## config.mk

```make
export PLATFORM = sky130hd
export DESIGN_NAME = serial_request_decoder
export DESIGN_NICKNAME = d
export VERILOG_FILES = /design/src/inc/request_decoder_pkg.sv /design/src/hdl/serial_request_decoder.sv
export SDC_FILE = /design/constraint.sdc
export NUM_CORES = 1
export LEC_CHECK = 0
export ABC_AREA = 0
export BUFFER_PORTS_ARGS = -buffer_cell sky130_fd_sc_hd__buf_2
export CAP_MARGIN = 40
export CORE_ASPECT_RATIO = 0.9
export CORE_MARGIN = 1.5
export CORE_UTILIZATION = 56
export CTS_BUF_LIST = sky130_fd_sc_hd__clkbuf_2
export DETAILED_ROUTE_END_ITERATION = 10
export PLACE_DENSITY = 0.79
export SYNTH_ARGS = -nofsm -noshare
export SYNTH_HDL_FRONTEND = slang
export SYNTH_SLANG_ARGS = --single-unit
```

## constraint.sdc

```tcl
create_clock -name clk_in -period 3.3 [get_ports clk_in]
set_clock_uncertainty 0.1 [all_clocks]
set_input_delay 0.33 -clock clk_in [delete_from_list [all_inputs] [get_ports clk_in]]
set_output_delay 0.33 -clock clk_in [all_outputs]
set_load 0.02 [all_outputs]
```

## src/inc/request_decoder_pkg.sv

```systemverilog
package request_decoder_pkg;

  // command words, decimal 6101 and 6111
  localparam logic [15:0] CMD_READ_TABLE = 16'h17d5;
  localparam logic [15:0] CMD_WRITE_TABLE = 16'h17df;

  // memory type codes
  localparam logic [15:0] MEM_REGISTER = 16'h0001;
  localparam logic [15:0] MEM_SCRATCH = 16'h0006;

  // reference map inside register memory
  localparam logic [15:0] FIRST_DATA_REF = 16'h0001;
  localparam logic [15:0] ACC_BASE_REF = 16'h0041;

  // scratch-pad subcommand exchange
  localparam logic [15:0] SCR_CMD_LOC = 16'h0002;
  localparam logic [15:0] SCR_RESULT_LOC = 16'h0004;
  localparam logic [15:0] SUB_ERR_CHECK = 16'h0300;
  localparam logic [15:0] SUB_ERR_LOCATE = 16'h0600;
  localparam logic [15:0] NO_ERROR_CODE = 16'h0000;

  // values after reset
  localparam logic [15:0] WORD_RESET = 16'h0000;

  // target region selected by a request
  typedef enum logic [1:0] {SP_DATA, SP_ACC, SP_SCR} space_t;

  // access kind driven to the target memory port
  localparam logic [1:0] TGT_SPACE_DATA = 2'h0;
  localparam logic [1:0] TGT_SPACE_ACC = 2'h1;

endpackage

```

## src/hdl/serial_request_decoder.sv

```systemverilog
// Operation
// - command 06101 reads target into host table
// - command 06111 copies host table into target
// - memory type 1 selects register memory
// - start reference 1 is first data register
// - accumulator 0 sits at reference 65
// - data length counts host words, two bytes
// - accumulator length counts one per word
// - sixth word gives first host register
// - read packs low register into low byte
// - write unpacks low byte to lower register
// - 0300 at location 2 starts error check
// - error code appears at location 4
// - 0600 at location 2 starts location check
// - location check returns error user address
// - memory type 6 selects scratch-pad area
// - zero result means no program error
`timescale 1ns/1ps
`default_nettype none

////////////////////////////////////////////////////////////////////////////////
// first-in first-out buffer between target fetches and host table stores
module request_fifo #(
  parameter int WIDTH = 16,
  parameter int DEPTH = 16
) (
  // clock and reset
  input wire logic clk_in,
  input wire logic rstn_in,
  // filling side
  input wire logic in_valid_in,
  output logic in_ready_out,
  input wire logic [WIDTH-1:0] in_data_in,
  // draining side
  output logic out_valid_out,
  input wire logic out_ready_in,
  output logic [WIDTH-1:0] out_data_out
);
  localparam int AW = $clog2(DEPTH);

  logic [AW:0] wr_ptr, rd_ptr, next_wr_ptr, next_rd_ptr;
  logic [WIDTH-1:0] mem [DEPTH];
  logic full, empty, push, pop;

  // extra pointer bit tells full from empty; depth must be a power of two
  always_comb begin
    empty = (wr_ptr == rd_ptr);
    full = (wr_ptr[AW] != rd_ptr[AW]) && (wr_ptr[AW-1:0] == rd_ptr[AW-1:0]);
    push = in_valid_in && !full;
    pop = out_ready_in && !empty;
    next_wr_ptr = push ? wr_ptr + 1'b1 : wr_ptr;
    next_rd_ptr = pop ? rd_ptr + 1'b1 : rd_ptr;
    in_ready_out = !full;
    out_valid_out = !empty;
    out_data_out = mem[rd_ptr[AW-1:0]];
  end

  // pointers
  always_ff @(posedge clk_in or negedge rstn_in) begin
    if (!rstn_in) begin
      wr_ptr <= '0;
      rd_ptr <= '0;
    end else begin
      wr_ptr <= next_wr_ptr;
      rd_ptr <= next_rd_ptr;
    end
  end

  // storage needs no reset, empty flag guards stale words
  always_ff @(posedge clk_in) begin
    if (push) begin
      mem[wr_ptr[AW-1:0]] <= in_data_in;
    end
  end
endmodule

////////////////////////////////////////////////////////////////////////////////
// request block decoder with target and host table ports
module serial_request_decoder
  import request_decoder_pkg::*;
#(
  parameter logic [15:0] STATION_ID = 16'h000a,
  parameter int DATA_REGS = 64,
  parameter int ACC_COUNT = 128,
  parameter int SCRATCH_WORDS = 8,
  parameter int FIFO_DEPTH = 16
) (
  // clock and reset
  input wire logic clk_in,
  input wire logic rstn_in,
  // request block and issue strobe
  input wire logic serial_request_issue_in,
  input wire logic [15:0] req_command_in,
  input wire logic [15:0] req_station_in,
  input wire logic [15:0] req_mem_type_in,
  input wire logic [15:0] req_target_ref_in,
  input wire logic [15:0] req_length_in,
  input wire logic [15:0] req_source_ref_in,
  // request status
  output logic busy_out,
  output logic done_out,
  output logic req_error_out,
  // host register table port
  output logic host_req_out,
  output logic host_we_out,
  output logic [15:0] host_addr_out,
  output logic [15:0] host_wdata_out,
  input wire logic host_ack_in,
  input wire logic [15:0] host_rdata_in,
  // target memory port
  output logic tgt_req_out,
  output logic tgt_we_out,
  output logic [1:0] tgt_space_out,
  output logic [15:0] tgt_addr_out,
  output logic [15:0] tgt_wdata_out,
  input wire logic tgt_ack_in,
  input wire logic [15:0] tgt_rdata_in,
  // user program checker
  input wire logic [15:0] prog_err_code_in,
  input wire logic [15:0] prog_err_loc_in,
  output logic check_start_out,
  output logic prog_error_out
);
  import request_decoder_pkg::*;

  localparam int SW = $clog2(SCRATCH_WORDS);

  typedef enum logic [3:0] {
    ST_IDLE, ST_TGT_RD, ST_PUSH, ST_DRAIN, ST_HOST_RD, ST_TGT_WR, ST_SCR_WR, ST_DONE
  } state_t;

  state_t state, next_state;
  space_t space, next_space;
  logic cmd_write, next_cmd_write, half, next_half, err, next_err;
  logic check, next_check, prog_err, next_prog_err;
  logic [15:0] words_left, next_words_left, tgt_ref, next_tgt_ref;
  logic [15:0] host_addr, next_host_addr, drain_addr, next_drain_addr;
  logic [15:0] word_buf, next_word_buf;
  logic [15:0] scratch [SCRATCH_WORDS];
  logic [15:0] next_scratch [SCRATCH_WORDS];
  logic fifo_in_valid, fifo_in_ready, fifo_out_valid, fifo_pop;
  logic [15:0] fifo_out_data;
  logic [17:0] span_end;
  logic bad_req;

  request_fifo #(
    .WIDTH(16),
    .DEPTH(FIFO_DEPTH)
  ) u_fifo (
    .clk_in(clk_in),
    .rstn_in(rstn_in),
    .in_valid_in(fifo_in_valid),
    .in_ready_out(fifo_in_ready),
    .in_data_in(word_buf),
    .out_valid_out(fifo_out_valid),
    .out_ready_in(fifo_pop),
    .out_data_out(fifo_out_data)
  );

  //////////////////////////////////////////////////////////////////////////////
  // request decode, taken only in idle so a busy request is ignored
  always_comb begin
    next_state = state;
    next_space = space;
    next_cmd_write = cmd_write;
    next_half = half;
    next_err = err;
    next_check = 1'b0;
    next_prog_err = prog_err;
    next_words_left = words_left;
    next_tgt_ref = tgt_ref;
    next_host_addr = host_addr;
    next_drain_addr = drain_addr;
    next_word_buf = word_buf;
    next_scratch = scratch;
    span_end = '0;
    bad_req = 1'b0;
    fifo_in_valid = 1'b0;
    // drain runs beside the fetch so a stalled host backs up the fifo
    fifo_pop = fifo_out_valid && host_ack_in && !cmd_write;
    if (fifo_pop) begin
      next_drain_addr = drain_addr + 16'h0001;
    end
    case (state)
      ST_IDLE: begin
        if (serial_request_issue_in) begin
          next_cmd_write = (req_command_in == CMD_WRITE_TABLE);
          bad_req = ((req_command_in != CMD_READ_TABLE) && (req_command_in != CMD_WRITE_TABLE))
                    || (req_station_in != STATION_ID);
          if (req_mem_type_in == MEM_SCRATCH) begin
            // scratch-pad region, one word per location
            next_space = SP_SCR;
            span_end = {2'b00, req_target_ref_in} + {2'b00, req_length_in};
            bad_req = bad_req || (span_end > 18'(SCRATCH_WORDS));
          end else if (req_mem_type_in == MEM_REGISTER) begin
            if (req_target_ref_in >= ACC_BASE_REF) begin
              next_space = SP_ACC;
              span_end = {2'b00, req_target_ref_in - ACC_BASE_REF} + {2'b00, req_length_in};
              bad_req = bad_req || (span_end > 18'(ACC_COUNT));
            end else begin
              // two data registers per host word
              next_space = SP_DATA;
              span_end = {2'b00, req_target_ref_in - FIRST_DATA_REF}
                         + {1'b0, req_length_in, 1'b0};
              bad_req = bad_req || (req_target_ref_in < FIRST_DATA_REF)
                        || (span_end > 18'(DATA_REGS));
            end
          end else begin
            bad_req = 1'b1;
          end
          next_tgt_ref = req_target_ref_in;
          next_words_left = req_length_in;
          // host table start for both directions
          next_host_addr = req_source_ref_in;
          next_drain_addr = req_source_ref_in;
          next_half = 1'b0;
          next_err = bad_req;
          if (bad_req || (req_length_in == WORD_RESET)) begin
            next_state = ST_DONE;
          end else if (req_command_in == CMD_WRITE_TABLE) begin
            next_state = ST_HOST_RD;
          end else begin
            next_state = ST_TGT_RD;
          end
        end
      end
      ST_TGT_RD: begin
        if (space == SP_SCR) begin
          next_word_buf = scratch[tgt_ref[SW-1:0]];
          next_tgt_ref = tgt_ref + 16'h0001;
          next_state = ST_PUSH;
        end else if (tgt_ack_in) begin
          next_tgt_ref = tgt_ref + 16'h0001;
          if (space == SP_ACC) begin
            next_word_buf = tgt_rdata_in;
            next_state = ST_PUSH;
          end else if (!half) begin
            next_word_buf = {word_buf[15:8], tgt_rdata_in[7:0]};
            next_half = 1'b1;
          end else begin
            next_word_buf = {tgt_rdata_in[7:0], word_buf[7:0]};
            next_half = 1'b0;
            next_state = ST_PUSH;
          end
        end
      end
      ST_PUSH: begin
        fifo_in_valid = 1'b1;
        if (fifo_in_ready) begin
          next_words_left = words_left - 16'h0001;
          next_state = (words_left == 16'h0001) ? ST_DRAIN : ST_TGT_RD;
        end
      end
      ST_DRAIN: begin
        // finished once the last word has been acknowledged
        if (!fifo_out_valid) begin
          next_state = ST_DONE;
        end
      end
      ST_HOST_RD: begin
        if (host_ack_in) begin
          next_word_buf = host_rdata_in;
          next_host_addr = host_addr + 16'h0001;
          next_state = (space == SP_SCR) ? ST_SCR_WR : ST_TGT_WR;
        end
      end
      ST_TGT_WR: begin
        if (tgt_ack_in) begin
          next_tgt_ref = tgt_ref + 16'h0001;
          if ((space == SP_DATA) && !half) begin
            next_half = 1'b1;
          end else begin
            next_half = 1'b0;
            next_words_left = words_left - 16'h0001;
            next_state = (words_left == 16'h0001) ? ST_DONE : ST_HOST_RD;
          end
        end
      end
      ST_SCR_WR: begin
        next_scratch[tgt_ref[SW-1:0]] = word_buf;
        if (tgt_ref == SCR_CMD_LOC) begin
          if (word_buf == SUB_ERR_CHECK) begin
            next_scratch[SCR_RESULT_LOC[SW-1:0]] = prog_err_code_in;
            next_check = 1'b1;
            next_prog_err = (prog_err_code_in != NO_ERROR_CODE);
          end else if (word_buf == SUB_ERR_LOCATE) begin
            next_scratch[SCR_RESULT_LOC[SW-1:0]] = prog_err_loc_in;
            next_check = 1'b1;
          end
        end
        next_tgt_ref = tgt_ref + 16'h0001;
        next_words_left = words_left - 16'h0001;
        next_state = (words_left == 16'h0001) ? ST_DONE : ST_HOST_RD;
      end
      ST_DONE: begin
        next_state = ST_IDLE;
      end
      default: begin
        next_state = ST_IDLE;
      end
    endcase
  end

  // state registers
  always_ff @(posedge clk_in or negedge rstn_in) begin
    if (!rstn_in) begin
      state <= ST_IDLE;
      space <= SP_DATA;
      cmd_write <= 1'b0;
      half <= 1'b0;
      err <= 1'b0;
      check <= 1'b0;
      prog_err <= 1'b0;
      words_left <= WORD_RESET;
      tgt_ref <= WORD_RESET;
      host_addr <= WORD_RESET;
      drain_addr <= WORD_RESET;
      word_buf <= WORD_RESET;
      for (int i = 0; i < SCRATCH_WORDS; i++) begin
        scratch[i] <= WORD_RESET;
      end
    end else begin
      state <= next_state;
      space <= next_space;
      cmd_write <= next_cmd_write;
      half <= next_half;
      err <= next_err;
      check <= next_check;
      prog_err <= next_prog_err;
      words_left <= next_words_left;
      tgt_ref <= next_tgt_ref;
      host_addr <= next_host_addr;
      drain_addr <= next_drain_addr;
      word_buf <= next_word_buf;
      scratch <= next_scratch;
    end
  end

  //////////////////////////////////////////////////////////////////////////////
  // port drive; handshakes from state and fifo occupancy, data from registers or fifo storage
  always_comb begin
    busy_out = (state != ST_IDLE);
    done_out = (state == ST_DONE);
    req_error_out = err;
    check_start_out = check;
    prog_error_out = prog_err;
    host_req_out = (state == ST_HOST_RD) || (fifo_out_valid && !cmd_write);
    host_we_out = !cmd_write;
    host_addr_out = cmd_write ? host_addr : drain_addr;
    host_wdata_out = fifo_out_data;
    tgt_req_out = ((state == ST_TGT_RD) || (state == ST_TGT_WR)) && (space != SP_SCR);
    tgt_we_out = (state == ST_TGT_WR);
    tgt_space_out = (space == SP_ACC) ? TGT_SPACE_ACC : TGT_SPACE_DATA;
    tgt_addr_out = (space == SP_ACC) ? tgt_ref - ACC_BASE_REF : tgt_ref - FIRST_DATA_REF;
    // low byte first, high byte to next register
    if (space == SP_ACC) begin
      tgt_wdata_out = word_buf;
    end else begin
      tgt_wdata_out = {8'h00, half ? word_buf[15:8] : word_buf[7:0]};
    end
  end
endmodule

`default_nettype wire

```

==> flow_summary.toml <==
[floorplan]
ios = 240
fp.dieW_um = 229
dieArea_mm2 = 0.0474
core-area_mm2 = 0.0455
fp.dieH_um = 207
initial_utilization = 0.568
num_rows = 74

[global_route]
grt_pass1_vias = 22641
grt_use_total = 0.370
grt_pass1_wl_um = 132000
grt_antenna_before_repair = 2
global_route.overflow_total = 0
grt_max_degree = 97

[final_layout]
regArea_mm2 = 0.0134
final_common_cell = "buf_4"
multi_input_area_mm2 = 0.0120
layout-drive-gt1-share = 0.354
n_fill_cell = 2977
synthToLayoutAreaGrowth_pct = 28.8
final_cell_mix = "buf_4, edfxtp_1, dfrtp_1"
final_nets = 3133

[flow_run]
max_cap_violations = 0

[timing]
fin_setup_tns_ps = -4650
hold_viol_final = 0
period_share = 1.10
tightestPinTransition_ps = 747
slew_headroom = 0.497
setup_violations = 20
setup_ws_ps = -315
max_freq_ghz = 0.277
slew_violations = 0
rsz0062_at_grt = "yes"
fin_crit_ps = 3620

[power_and_ir_drop]
p_comb_frac = 0.504
power_switching_mw = 10.8
clock_power_share = 0.148
sequentialPowerShare = 0.347
p_int_mw = 15.3
ir_drop_mv = 0.806
netSwitchingFraction = 0.413
p_leak_nw = 14.0
p_per_area_mw_per_mm2 = 783

[clocking]
cts.sinks = 484
cts_root_buf = "clkbuf_2"
numCtsBuffers = 111
cts_max_level = 3
clk-insertion-delay-late_ps = 1100
cts_buffer_depth = 3
cts_tree = "yes"
cts.clk_slew.worst_paths_ps = 130

[run_status]
violations = "setup timing"
status = "finished with violations"

[worst_setup_path]
crit_fanout = 6
worstPathRequired_ps = 2870
worst-setup-path-type = "register to primary output"
cp-start-kind = "register"
crit_arrival_ps = 3190
crit_path_end_kind = "primary output"

[synthesis]
syn-num-nets = 2440
synth-async-reset-ratio = 0.471
synth_edf_count = 256
synthCells = 2208
ys_ff_latch = 484
netlist_area_mm2 = 0.0258
synth_cell_types = 83
synth_warnings = 0
avgSynthCellArea_um2 = 11.7
yosys_most_used_dff = "edfxtp_1"
seq_area_frac_synth = 0.519

[min_path]
hp-class = "input port to register"

[drt]
dr.pass1.iters = 7
drtIter0Drc = 3186
drc_errors = 0
wl_per_cell_um = 25.1
vias = 22997
wirelength_um = 90000
ant_nets = 0
vias_per_cell = 6.40

[place]
dp_slack_ps = -828
hpwl_um = 57800
gp_congestion = 0.964
io_buffers = 238
-- synthesized netlist by cell type, types with 49 or more instances --
| cell type | n | area [um2] |
|---|---|---|
| a21oi_1 | 154 | 771 |
| nand3_1 | 49 | 245 |
| nor2_1 | 141 | 529 |
| o21ai_0 | 147 | 736 |
| inv_1 | 53 | 199 |
| ha_1 | 64 | 801 |
| mux2_2 | 148 | 1670 |
| dfrtp_1 | 228 | 5710 |
| mux4_2 | 92 | 2070 |
| clkbuf_1 | 113 | 424 |
| edfxtp_1 | 256 | 7690 |
| nand2_1 | 188 | 706 |
-- cell families after synthesis --
| group | synth area share |
|---|---|
| buf+inv | 0.0296 |
| xor+xnor | 0.0268 |
| simple gates | 0.115 |
| flops | 0.519 |
| other cells | 0.000145 |
| compound gates | 0.124 |
| mux | 0.153 |
| fa+ha+maj | 0.0333 |
-- per-layer routing --
| metal | share of wire | global-route usage |
|---|---|---|
| met1 | 0.39 | 0.503 |
| met2 | 0.47 | 0.594 |
| met3 | 0.10 | 0.0790 |
| met4 | 0.034 | 0.135 |
| met5 | 0 | 0 |
-- timing repair --
item                                   in CTS  in global routing
gates resized for setup                    82                 57
pin swaps                                  11                 21
endpoints found under the hold margin     338                  2
hold buffers                              169                  3
setup endpoints to repair                  35                 37
buffers inserted                           29                 19
cloned                                      8                  2
-- final timing paths --
path                                       to  slack (ps)  cells past startpoint             start
max                        host_wdata_out[12]        -320                      6  u_fifo.rd_ptr[0]
min                             words_left[8]         130                      4  req_length_in[8]
max reg2reg                       scratch[50]          20                      8       word_buf[4]
min reg2reg                  u_fifo.rd_ptr[4]         410                      1  u_fifo.rd_ptr[4]
max in group asynchronous         scratch[85]        2230                      4           rstn_in
min in group asynchronous         scratch[78]         330                      4           rstn_in
-- cell type report --
cell class | count | area share
Tap cell | 608 | 0.0229
Sequential cell | 484 | 0.404
Inverter | 54 | 0.00636
Timing Repair Buffer | 720 | 0.175
Multi-Input combinational cell | 1530 | 0.362
Clock inverter | 30 | 0.00512
Clock buffer | 165 | 0.0248
Antenna cell | 2 | 0.000151
-- registers in the layout (all words and copies together), names as in the netlist --
name and count:
drain_addr 16, u_fifo.wr_ptr 5, half 1, space 2, host_addr 16, words_left 16
state 3, cmd_write 1, prog_error_out 1, tgt_ref 16, u_fifo.rd_ptr 5, word_buf 16
req_error_out 1, scratch 128, check_start_out 1, u_fifo.mem 256
-- critical path: stages (launching register included) --
cell and delay [ps]:
dfrtp_4 530, buf_12 160, buf_12 130, buf_16 150, mux4_2 450, mux4_2 520
buf_6 160
-- power groups by stage --
stage	registers (mW)	clock network, mW	logic (mW)
after floorplan	8.80	0	7.11
after global placement	8.98	0	10.2
after detailed placement	9.10	0	10.5
after CTS	8.93	3.84	12.2
after global routing	9.11	4.21	13.8
final	9.04	3.86	13.1
-- through the flow --
stage	util	instance area (um2)	hold slack [ps]	total power [mW]	cells
floorplan	-	25900	-65.6	15.9	2208
global placement	0.645	29300	323	19.1	3168
detailed placement	0.645	29300	327	19.6	3170
CTS	0.722	32800	10.7	25.0	3571
global route	0.731	33200	59.8	27.2	3592
finish	0.731	33200	128	26.0	3593
Power figures use the tool's default switching activity.
